==> src/rtl/pic_pkg.sv <==
// Package for the priority interrupt controller: field layout, codes, vectors
package pic_pkg;
   // Source indices, also the index used by the clear operation
   localparam int NUM_SRC = 5;
   localparam logic [2:0] SRC_EXT = 3'h0;
   localparam logic [2:0] SRC_ADC = 3'h1;
   localparam logic [2:0] SRC_SER = 3'h2;
   localparam logic [2:0] SRC_TMR = 3'h3;
   localparam logic [2:0] SRC_PWR = 3'h4;
   // Field positions in source_mask_and_edge
   localparam int MASK_EXT_BIT = 0;
   localparam int MASK_ADC_BIT = 1;
   localparam int MASK_SER_BIT = 2;
   localparam int MASK_TMR_BIT = 3;
   localparam int MASK_PWR_BIT = 4;
   localparam int EDGE_SEL_BIT = 7;
   localparam logic [7:0] MASK_REG_USED = 8'h9F;
   // Peripheral codes in peripheral_priority_map slots
   localparam logic [1:0] CODE_ADC = 2'h0;
   localparam logic [1:0] CODE_SER = 2'h1;
   localparam logic [1:0] CODE_TMR = 2'h2;
   localparam logic [1:0] CODE_PWR = 2'h3;
   // Reset values
   localparam logic [7:0] MASK_REG_RESET = 8'h00;
   localparam logic [7:0] PRIO_REG_RESET = 8'hE4;
   // Priority levels
   localparam logic [2:0] LEVEL_EXT = 3'h0;
   localparam logic [2:0] LEVEL_MAIN = 3'h5;
   // Vector byte addresses (low byte of each two-byte vector)
   localparam logic [7:0] VEC_EXT = 8'hC8;
   localparam logic [7:0] VEC_ADC = 8'hC0;
   localparam logic [7:0] VEC_SER = 8'hC2;
   localparam logic [7:0] VEC_TMR = 8'hC4;
   localparam logic [7:0] VEC_PWR = 8'hC6;
   // Level stack depth (one entry per priority level, 0 to 5)
   localparam int STACK_DEPTH = 6;
endpackage

==> src/rtl/pic_level_map.sv <==
// Maps a pending set to the winning source and its priority level
`timescale 1ns/100ps
module pic_level_map (
   input wire logic [4:0] req_in,
   input wire logic [7:0] prio_map_in,
   output logic [2:0] src_out,
   output logic [2:0] level_out,
   output logic valid_out
);
   // Peripheral code to source index, slots scanned high to low
   function automatic logic [2:0] code_to_src(input logic [1:0] code);
      unique case (code)
         pic_pkg::CODE_ADC: code_to_src = pic_pkg::SRC_ADC;
         pic_pkg::CODE_SER: code_to_src = pic_pkg::SRC_SER;
         pic_pkg::CODE_TMR: code_to_src = pic_pkg::SRC_TMR;
         pic_pkg::CODE_PWR: code_to_src = pic_pkg::SRC_PWR;
      endcase
   endfunction

   // External first at level 0, then slots for levels 1..4
   always_comb begin
      logic [2:0] s;
      s = 3'h0;
      src_out = pic_pkg::SRC_EXT;
      level_out = pic_pkg::LEVEL_MAIN;
      valid_out = 1'b0;
      for (int lv = 4; lv >= 1; lv--) begin
         s = code_to_src(prio_map_in[2*(lv-1) +: 2]);
         if (req_in[s]) begin
            src_out = s;
            level_out = 3'(lv);
            valid_out = 1'b1;
         end
      end
      if (req_in[pic_pkg::SRC_EXT]) begin
         src_out = pic_pkg::SRC_EXT;
         level_out = pic_pkg::LEVEL_EXT;
         valid_out = 1'b1;
      end
   end
endmodule // pic_level_map

==> src/rtl/pic_ctrl.sv <==
// Priority interrupt controller: pending flags, masking, levels, vector hand-off
//
// Behaviour
// - Requests come from the external pin and from ADC, serial port, timer and power driver.
// - Bit 7 of the mask register picks the external edge, 0 rising and 1 falling.
// - A mask bit of 1 enables its source; a 0 masks it but its request stays pending.
// - Mask bits are 0 external, 1 converter, 2 serial, 3 timer, 4 power driver; 5 and 6 unused.
// - Six priority levels exist, 0 most urgent and 5 least.
// - Level 5 is the main program, level 0 the external source, levels 1 to 4 mapped.
// - Peripheral codes are converter 00, serial 01, timer 10, power driver 11.
// - The priority map holds four two-bit slots for levels 1 (bits 1:0) to 4 (bits 7:6).
// - Flow is diverted only when a source requests and its handling is enabled.
// - A taken request yields the vector address of that source.
// - After service, execution resumes after the interrupted instruction.
// - A clear operation by source index cancels just that source's pending request.
// - Requests are taken only at an evaluation point, never inside fuzzy rule processing.
// - A more urgent request preempts a running routine; return restores the prior level.
// - A global request needs both the user and the macro global masks open.
`timescale 1ns/100ps
module pic_ctrl (
   input wire logic clock_in,
   input wire logic rst_n_in,
   input wire logic ext_pin_in,
   input wire logic converter_request_in,
   input wire logic serial_port_request_in,
   input wire logic timer_request_in,
   input wire logic power_driver_request_in,
   input wire logic config_load_op_in,
   input wire logic config_sel_in,
   input wire logic [7:0] config_data_in,
   input wire logic pending_clear_op_in,
   input wire logic [2:0] pending_clear_idx_in,
   input wire logic user_global_unmask_in,
   input wire logic user_global_mask_set_in,
   input wire logic macro_global_unmask_in,
   input wire logic macro_global_mask_set_in,
   input wire logic eval_point_in,
   input wire logic return_from_service_in,
   output logic [7:0] source_mask_and_edge_out,
   output logic [7:0] peripheral_priority_map_out,
   output logic [4:0] pending_out,
   output logic global_pending_out,
   output logic global_request_out,
   output logic take_out,
   output logic [7:0] vector_addr_out,
   output logic [2:0] take_src_out,
   output logic [2:0] current_level_out,
   output logic resume_out
);
   // Configuration registers
   logic [7:0] mask_q, mask_d;
   logic [7:0] prio_q, prio_d;
   // Pending, edge history, global masks
   logic [4:0] pend_q, pend_d;
   logic ext_prev_q, ext_prev_d;
   logic user_en_q, user_en_d;
   logic macro_en_q, macro_en_d;
   // Level stack of preempted levels
   logic [2:0] level_q, level_d;
   logic [2:0] stack_q [pic_pkg::STACK_DEPTH];
   logic [2:0] stack_d [pic_pkg::STACK_DEPTH];
   logic [2:0] sp_q, sp_d;
   // Hand-off outputs
   logic take_q, take_d;
   logic [7:0] vec_q, vec_d;
   logic [2:0] tsrc_q, tsrc_d;
   logic resume_q, resume_d;

   logic [4:0] raw_req;
   logic [4:0] enabled;
   logic [4:0] mask_bits;
   logic ext_event;
   logic [2:0] win_src;
   logic [2:0] win_level;
   logic win_valid;
   logic global_pending;
   logic global_request;

   // Edge on the external pin, polarity chosen by software
   assign ext_event = mask_q[pic_pkg::EDGE_SEL_BIT] ?
                      (ext_prev_q & ~ext_pin_in) : (~ext_prev_q & ext_pin_in);
   // Peripherals raise a line only when configured to; taken as one-cycle events
   assign raw_req = {power_driver_request_in, timer_request_in, serial_port_request_in,
                     converter_request_in, ext_event};
   assign mask_bits = {mask_q[pic_pkg::MASK_PWR_BIT], mask_q[pic_pkg::MASK_TMR_BIT],
                       mask_q[pic_pkg::MASK_SER_BIT], mask_q[pic_pkg::MASK_ADC_BIT],
                       mask_q[pic_pkg::MASK_EXT_BIT]};
   // Masked sources stay pending but do not compete
   assign enabled = pend_q & mask_bits;

   pic_level_map u_pic_level_map (
      .req_in(enabled),
      .prio_map_in(prio_q),
      .src_out(win_src),
      .level_out(win_level),
      .valid_out(win_valid)
   );

   // Only a source more urgent than the running level may be passed
   // Equal levels wait, so a routine can never preempt itself
   assign global_pending = win_valid && (win_level < level_q);
   assign global_request = global_pending && user_en_q && macro_en_q;

   // Vector address lookup for the winning source
   function automatic logic [7:0] vec_of(input logic [2:0] src);
      unique case (src)
         pic_pkg::SRC_EXT: vec_of = pic_pkg::VEC_EXT;
         pic_pkg::SRC_ADC: vec_of = pic_pkg::VEC_ADC;
         pic_pkg::SRC_SER: vec_of = pic_pkg::VEC_SER;
         pic_pkg::SRC_TMR: vec_of = pic_pkg::VEC_TMR;
         default: vec_of = pic_pkg::VEC_PWR;
      endcase
   endfunction

   // Next-state of configuration and global masks
   always_comb begin
      mask_d = mask_q;
      prio_d = prio_q;
      // Writes to unused bits 6:5 are dropped so they always read as zero
      if (config_load_op_in && !config_sel_in) begin
         mask_d = config_data_in & pic_pkg::MASK_REG_USED;
      end
      if (config_load_op_in && config_sel_in) begin
         prio_d = config_data_in;
      end
      user_en_d = user_en_q;
      if (user_global_unmask_in) user_en_d = 1'b1;
      if (user_global_mask_set_in) user_en_d = 1'b0;
      macro_en_d = macro_en_q;
      if (macro_global_unmask_in) macro_en_d = 1'b1;
      if (macro_global_mask_set_in) macro_en_d = 1'b0;
      ext_prev_d = ext_pin_in;
   end

   // Next-state of pending flags, level stack and hand-off
   always_comb begin
      logic taking;
      taking = eval_point_in && global_request;
      pend_d = pend_q;
      level_d = level_q;
      sp_d = sp_q;
      stack_d = stack_q;
      take_d = 1'b0;
      vec_d = vec_q;
      tsrc_d = tsrc_q;
      resume_d = 1'b0;
      // Clear by index, then service; a new event wins over both
      if (pending_clear_op_in && pending_clear_idx_in < 3'(pic_pkg::NUM_SRC)) begin
         pend_d[pending_clear_idx_in] = 1'b0;
      end
      // Six entries suffice: every push is strictly more urgent than the last
      // A return in the cycle of a take is dropped; the control unit must repeat it
      if (taking) begin
         pend_d[win_src] = 1'b0;
         stack_d[sp_q] = level_q;
         sp_d = sp_q + 3'h1;
         level_d = win_level;
         take_d = 1'b1;
         vec_d = vec_of(win_src);
         tsrc_d = win_src;
      end else if (return_from_service_in && sp_q != 3'h0) begin
         sp_d = sp_q - 3'h1;
         level_d = stack_q[sp_q - 3'h1];
         resume_d = 1'b1;
      end
      pend_d = pend_d | raw_req;
   end

   // Register configuration, global masks and pin history
   // Macro mask starts open so only the user mask gates requests after reset
   always_ff @(posedge clock_in) begin
      if (!rst_n_in) begin
         mask_q <= pic_pkg::MASK_REG_RESET;
         prio_q <= pic_pkg::PRIO_REG_RESET;
         ext_prev_q <= 1'b0;
         user_en_q <= 1'b0;
         macro_en_q <= 1'b1;
      end else begin
         mask_q <= mask_d;
         prio_q <= prio_d;
         ext_prev_q <= ext_prev_d;
         user_en_q <= user_en_d;
         macro_en_q <= macro_en_d;
      end
   end

   // Register pending flags, level stack and hand-off
   always_ff @(posedge clock_in) begin
      if (!rst_n_in) begin
         pend_q <= 5'h00;
         level_q <= pic_pkg::LEVEL_MAIN;
         sp_q <= 3'h0;
         for (int i = 0; i < pic_pkg::STACK_DEPTH; i++) stack_q[i] <= pic_pkg::LEVEL_MAIN;
         take_q <= 1'b0;
         vec_q <= 8'h00;
         tsrc_q <= 3'h0;
         resume_q <= 1'b0;
      end else begin
         pend_q <= pend_d;
         level_q <= level_d;
         sp_q <= sp_d;
         stack_q <= stack_d;
         take_q <= take_d;
         vec_q <= vec_d;
         tsrc_q <= tsrc_d;
         resume_q <= resume_d;
      end
   end

   // Outputs
   assign source_mask_and_edge_out = mask_q;
   assign peripheral_priority_map_out = prio_q;
   assign pending_out = pend_q;
   assign global_pending_out = global_pending;
   assign global_request_out = global_request;
   assign take_out = take_q;
   assign vector_addr_out = vec_q;
   assign take_src_out = tsrc_q;
   assign current_level_out = level_q;
   assign resume_out = resume_q;
endmodule // pic_ctrl

==> config.mk <==
export PLATFORM = sky130hd
export DESIGN_NAME = pic_ctrl
export DESIGN_NICKNAME = d
export VERILOG_FILES = /design/src/rtl/pic_pkg.sv /design/src/rtl/pic_level_map.sv /design/src/rtl/pic_ctrl.sv
export SDC_FILE = /design/constraint.sdc
export NUM_CORES = 1
export LEC_CHECK = 0
export BUFFER_PORTS_ARGS = -buffer_cell sky130_fd_sc_hd__buf_2
export CORE_MARGIN = 3
export CORE_UTILIZATION = 55
export CTS_CLUSTER_DIAMETER = 50
export CTS_CLUSTER_SIZE = 20
export DETAILED_ROUTE_END_ITERATION = 8
export PLACE_DENSITY = 0.8
export SLEW_MARGIN = 20
export SYNTH_ARGS = -nofsm -noshare
export SYNTH_HDL_FRONTEND = slang
export SYNTH_SLANG_ARGS = --single-unit
export TNS_END_PERCENT = 30
==> constraint.sdc <==
create_clock -name clock_in -period 3.9 [get_ports clock_in]
set_input_delay 0.585 -clock clock_in [delete_from_list [all_inputs] [get_ports clock_in]]
set_output_delay 0.585 -clock clock_in [all_outputs]
set_load 0.05 [all_outputs]
After elaboration in Yosys (flattened, before gate mapping)
Index checks and enable logic that the tools add are counted.
{"block": "totals", "ff_bits": 59, "inputBits": 27, "word_cells": 132}
{"block": "classes", "addsub": 2, "magnitude_cmp": 13, "n_eq_ne": 15, "muxes": 49, "bitwise_logic": 13, "n_reduce_logical": 22}
{"op": "$mux 3", "n": 16}
{"op": "$pmux 3 s4", "n": 4}
{"op": "$lt 3x4->1 const B", "n": 6}
{"op": "$bwmux 18", "n": 1}
{"op": "$mux 1", "n": 17}
{"op": "$eq 2x2->1 const B", "n": 8}
{"op": "$pmux 4 s4", "n": 1}
{"op": "$and 5x5->5", "n": 3}
{"op": "$bmux 1 s3", "n": 4}
{"op": "$logic_and 1x1->1", "n": 11}
{"op": "$mux 5", "n": 2}
{"op": "$not 5->5", "n": 2}
{"op": "$bmux 3 s3", "n": 1}
{"op": "$demux 3 s3", "n": 1}
{"op": "$eq 2x1->1 const B", "n": 4}
{"op": "$ge 4x4->1 const B", "n": 2}
{"op": "$logic_not 2->1", "n": 4}
{"op": "$not 3->4", "n": 2}
{"op": "$demux 1 s3", "n": 2}
{"op": "$eq 3x2->1 const B", "n": 2}
{"op": "$ge 3x1->1 const B", "n": 2}
{"op": "$or 5x5->5", "n": 1}
{"op": "$lt 4x1->1 const B", "n": 1}
{"op": "$reduce_bool 2->1", "n": 2}
{"op": "other kinds (11)", "n": 15}

Logic depth before layout (Yosys ltp)
{"block": "depth", "ltp_word": 17, "depth_mapped": 17, "ltp_nobuf": 15}

Modules after synthesis
From an unflattened synthesis, not the netlist that was laid out.
{"block": "unflattened", "cells_unflattened": 388, "hier_area_um2": 3261.9}
{"mod": "pic_ctrl", "instances": 1, "cells_per_inst": 297, "area_per_inst_um2": 2595.0}
{"mod": "pic_level_map", "instances": 1, "cells_per_inst": 91, "area_per_inst_um2": 666.9}

Least setup slack after synthesis
OpenSTA, ideal clock, no wires.
{"block": "synth_path", "path_kind": "register to output", "startpoint": "register prio_q[2], in the netlist peripheral_priority_map_out[2]", "endpoint": "output global_request_out", "t_arrival_ns": 3.860, "path_slack_ns": -0.545, "path_stages_with_launch": 16, "path_buffers": 2, "path_cell_list": "dfxtp_1 inv_1 ha_1 mux4_2 o21ai_4 nor2_1 nor2_1 ha_1 a21o_1 a21oi_1 o41ai_1 or3_1 buf_6 inv_8 buf_6 and3_1"}
{"block": "synth_via", "elab_chain_len": 11, "elab_cells_between_ends": 17}
{"item": "from (decl)", "line_no": "pic_ctrl.sv:52", "rtl": "logic [7:0] prio_q, prio_d;"}
{"item": "from (signal assigned)", "line_no": "pic_ctrl.sv:174", "rtl": "prio_q <= pic_pkg::PRIO_REG_RESET;"}
{"item": "from (signal assigned)", "line_no": "pic_ctrl.sv:180", "rtl": "prio_q <= prio_d;"}
{"item": "$eq 2x2->1, or another cell as far along", "line_no": "pic_level_map.sv:12", "rtl": "unique case (code)"}
{"item": "$pmux 3 s4 *", "line_no": "pic_level_map.sv:12"}
{"item": "$bmux 1 s3 *", "line_no": "pic_level_map.sv:29", "rtl": "if (req_in[s]) begin"}
{"item": "$mux 1 (implied by the code) *", "line_no": "pic_level_map.sv:29"}
{"item": "$mux 3 (2 in a row)", "line_no": "pic_level_map.sv:29"}
{"item": "$mux 3", "line_no": "pic_level_map.sv:35", "rtl": "if (req_in[pic_pkg::SRC_EXT]) begin"}
{"item": "$lt 3x3->1", "line_no": "pic_ctrl.sv:101", "rtl": "assign global_pending = win_valid && (win_level < level_q);"}
{"item": "$logic_and 1x1->1 *", "line_no": "pic_ctrl.sv:101"}
{"item": "net global_pending_out", "line_no": "pic_ctrl.sv:42", "rtl": "output logic global_pending_out,"}
{"item": "$logic_and 1x1->1 * (2 in a row)", "line_no": "pic_ctrl.sv:102", "rtl": "assign global_request = global_pending && user_en_q && macro_en_q;"}
{"item": "to (decl)", "line_no": "pic_ctrl.sv:43", "rtl": "output logic global_request_out,"}
Mark *: on every way through the listed nets, which the timed path passes. The rest lies on a longest branch. The select of a mux whose other input is x is not followed.

Worst setup path in the final report
{"block": "layout_path", "startpoint": "register prio_q[2], in the netlist peripheral_priority_map_out[2]", "endpoint": "output global_request_out"}
{"block": "layout_via", "elab_chain_len": 11, "elab_cells_between_ends": 17}
{"item": "$eq 2x2->1, or another cell as far along", "line_no": "pic_level_map.sv:12"}
{"item": "$pmux 3 s4 *", "line_no": "pic_level_map.sv:12"}
{"item": "$bmux 1 s3 *", "line_no": "pic_level_map.sv:29"}
{"item": "$mux 1 (implied by the code) *", "line_no": "pic_level_map.sv:29"}
{"item": "$mux 3 (2 in a row)", "line_no": "pic_level_map.sv:29"}
{"item": "$mux 3", "line_no": "pic_level_map.sv:35"}
{"item": "$lt 3x3->1", "line_no": "pic_ctrl.sv:101"}
{"item": "$logic_and 1x1->1 *", "line_no": "pic_ctrl.sv:101"}
{"item": "$logic_and 1x1->1 * (2 in a row)", "line_no": "pic_ctrl.sv:102"}
Every way passes the cells marked *; elsewhere a longest branch is shown, timed or not. The select of a mux whose other input is x is not followed.

==> flow_metrics.py <==
metrics = {
    "synthesis": {
        "synthXorXnorAreaFrac_pct": 0.2623,
        "async_reset_ff_share_pct": 0,
        "yosysMostFrequentCell": "dfxtp_1",
        "yosys_warnings": 0,
        "ys_types": 62,
        "synth_top_area_share_pct": 32.97,
        "syn_area_per_cell_sq_um": 8.835,
        "synth_top_family_by_area": "simple AND/OR/NAND/NOR gates",
        "seq_area_frac_synth_pct": 32.97,
        "synth_edf_count": 0,
        "syn_inst": 378,
        "synth_compound_area_share_pct": 19.37,
        "synthMuxAreaShare_pct": 9.966,
        "synth_top_cell_by_area": "dfxtp_1",
        "ys_top_cells_by_area": "dfxtp_1 (33%), mux2i_1 (6.6%), ha_1 (6.4%)",
        "ys_ff_latch": 55,
        "synthFlopType": "dfxtp_1",
        "synth_commonest_cells": "dfxtp_1 (55), nand2_1 (44), nor2_1 (37)",
        "yosys.area_share.simple_pct": 24.20,
        "synthAdderAreaFrac_pct": 6.369,
        "synth.cell_area_sq_mm": 0.003339,
    },
    "global_route": {
        "grt_pass1_wl_microns": 14220,
        "track_usage_pct": 24.36,
        "antenna_found_initial": 0,
        "first_global_vias": 2884,
        "overflow": 0,
        "grt_max_degree": 29,
    },
    "floorplanning": {
        "io-pin-count": 66,
        "start_util_pct": 58.84,
        "fp.dieW_microns": 83.92,
        "die_y_microns": 83.92,
        "rows": 27,
        "core_sq_mm": 0.005675,
        "dieArea_sq_mm": 0.007043,
    },
    "cts": {
        "cts_buffers": 5,
        "cts_buffer_depth": 2,
        "clock_latency_ns": 0.31,
        "cts.reportedPaths.clkPinSlew_ns": 0.10,
        "hold_buffers": 0,
        "cts_tree": "built",
        "cts_num_sinks": 55,
        "htree_levels": 2,
        "root_buffer": "clkbuf_8",
    },
    "setup_path": {
        "max_stage_delay_ns": 0.53,
        "r2r_start": "peripheral_priority_map_out[2]$_SDFFE_PN1P_",
        "crit_chain": "inv_4, ha_4, mux4_2, o21ai_4, buf_4, nor3_2, ha_1, a21oi_2, o41ai_1, or3_4, inv_8, and3_4, buf_8",
        "r2r-end": "pending_out[2]$_SDFF_PN0_",
        "start_kind": "register",
        "path_max_fanout": 6,
        "crit_slowest_cell": "mux4_2",
        "crit_arrival_ns": 3.29,
        "end_kind": "output port",
        "cp_num_buf_inv": 4,
        "path_class": "register to output port",
        "regToRegSetupSlack_ns": 0.33,
        "rr_worst_depth": 14,
        "crit_required_ns": 3.31,
        "crit_family": "adder cells",
    },
    "worst_hold_path": {
        "hold_depth": 2,
        "hold_path.class": "input pin to register",
        "hp-start": "user_global_mask_set_in",
        "whs_endpoint": "user_en_q$_SDFFE_PP0P_",
    },
    "final_layout": {
        "final_util_pct": 70.04,
        "n_antenna_cell": 0,
        "layout.nets": 493,
        "final_cell_area_sq_mm": 0.003975,
        "area_growth_pct": 19.03,
        "final_layout_size_suffix_gt1_share_pct": 29.56,
        "fill_cells": 428,
    },
    "sta": {
        "worst_slew_pin_slew_ns": 1.063,
        "fin_crit_ns": 3.879,
        "hold_viol": 0,
        "fin_worst_skew_ns": 0.008285,
        "period_share_pct": 99.46,
        "relSlewSlack_pct": 29.11,
        "finalSetupViolations": 0,
        "grt_setup_unrepaired": "yes",
        "fmax_ghz": 0.2578,
        "final_max_slew_viol_count": 0,
    },
    "placed_design": {
        "io_buffer_count": 60,
        "dp_hpwl_microns": 6350,
        "post_dp_cell_area_sq_mm": 0.003685,
        "place_congestion": 0.9182,
    },
    "drt": {
        "wl_microns": 8780,
        "vias": 3108,
        "drtPass1Iterations": 5,
        "initialDrtViolationCount": 257,
        "via_per_inst": 5.954,
        "detail-route-antenna-nets": 0,
        "drc": 0,
        "routedWlPerCell_microns": 16.82,
    },
    "job": {
        "cap_violations": 0,
    },
    "pwr": {
        "power.internal_uw": 1024,
        "irDropWorstVdd_mv": 0.3079,
        "power_density_mw_per_mm2": 453.2,
        "switching_share_pct": 43.14,
        "p_switching_uw": 777.1,
        "clkPwrFrac_pct": 18.6,
        "combPwrFrac_pct": 42.7,
        "seqPwrFrac_pct": 38.6,
        "power_leakage_uw": 0.001838,
    },
    "outcome": {
        "status": "finished clean",
    },
}
[cell families after synthesis]
group | after synthesis
flip-flops | 55
buffers and inverters | 43
AND/OR/NAND/NOR | 144
AO/OA/AOI/OAI | 90
XOR/XNOR | 1
multiplexers | 27
adder cells (fa/ha/maj) | 17
other | 1
[per-layer routing]
layer	vias up	GRT usage [%]	share of wire (%)
met5	-	0	0
met4	0	5.409	1.3
met3	14	4.541	7.3
met2	143	37.31	46
met1	1449	35.53	46
li1	1502	-	-
[worst register-to-register path, stage by stage (launching register included)]
cell and delay (ns):
dfxtp_4 0.37, inv_4 0.04, ha_4 0.27, mux4_2 0.53, o21ai_4 0.15, buf_4 0.17
nor3_2 0.06, ha_1 0.36, a21oi_2 0.17, o41ai_1 0.08, or3_4 0.38, inv_8 0.08
buf_4 0.26, nand4_1 0.20, o311a_1 0.36
[cell usage in the layout (no fill, tap or decap), types with 3 or more instances in the layout]
cell	n
a21oi_1	24
nor2_1	35
nand3_1	9
mux4_2	5
nand3b_1	3
o31a_1	6
nor2_2	3
conb_1	5
o211ai_1	7
nand4_1	5
inv_1	16
clkbuf_8	6
dfxtp_4	3
dfxtp_2	5
nand4bb_1	3
nand2_1	44
and3_1	4
o21ai_0	10
nand2b_1	7
ha_1	11
buf_4	22
o311ai_0	3
a211oi_1	5
ha_2	4
mux2i_1	22
dfxtp_1	47
and2_1	6
a21o_1	5
nor3_1	4
a221oi_1	3
nor2b_1	3
nand4_4	5
buf_2	59
[power by group through the flow]
stage	sequential, uW	combinational [uW]	clock [uW]
after floorplan	758	509	0
after global placement	706	671	0
after detailed placement	708	684	0
after CTS	694	722	340
after global routing	704	826	358
final	696	770	335
[what timing repair did]
item / in CTS / in global routing
endpoints found under the setup margin: 2 / 5
setup buffers: 12 / 3
gates cloned: 1 / 0
pin swaps: 9 / 9
resized for setup: 10 / 10
[area by class of cell]
class,count,area [sq um],area share (%)
repair inverters,1,6.256,0.1574
multi-input cells,284,2105,52.94
clock inverters,1,8.758,0.2203
flip-flops and latches,55,1119,28.14
clock buffers,7,86.33,2.172
inverters,20,85.08,2.140
well taps,72,90.09,2.266
repair buffers,82,475.5,11.96
[worst max path at each step]
stage / cells past startpoint / to / from
detailed placement: 15 / global_request_out / peripheral_priority_map_out[4]$_SDFFE_PN0P_
global placement: 14 / global_request_out / peripheral_priority_map_out[3]$_SDFFE_PN0P_
CTS: 14 / global_request_out / peripheral_priority_map_out[2]$_SDFFE_PN1P_
floorplan: 14 / global_request_out / pending_out[3]$_SDFF_PN0_
global route: 13 / global_request_out / peripheral_priority_map_out[2]$_SDFFE_PN1P_
finish: 13 / global_request_out / peripheral_priority_map_out[2]$_SDFFE_PN1P_
[state kept, by name, summed over array words and instances, names as in the netlist]
name	flops
peripheral_priority_map_out	8
pending_out	5
current_level_out	3
macro_en_q	1
take_src_out	3
take_out	1
sp_q	3
stack_q	18
resume_out	1
vector_addr_out	4
source_mask_and_edge_out	6
ext_prev_q	1
user_en_q	1
[through the flow]
step	total power (uW)	TNS (ns)	worst slack [ns]	hold WS [ns]	std cells
global route	1889	-0.06745	-0.06693	0.4327	522
finish	1801	0	0.02092	0.4273	522
floorplan	1267	0	0.009402	0.4316	382
global placement	1377	0	0.1894	0.4452	498
CTS	1756	-0.01656	-0.01656	0.4238	519
detailed placement	1392	0	0.07531	0.4550	498
No activity file was read; power rests on OpenSTA's default activity.
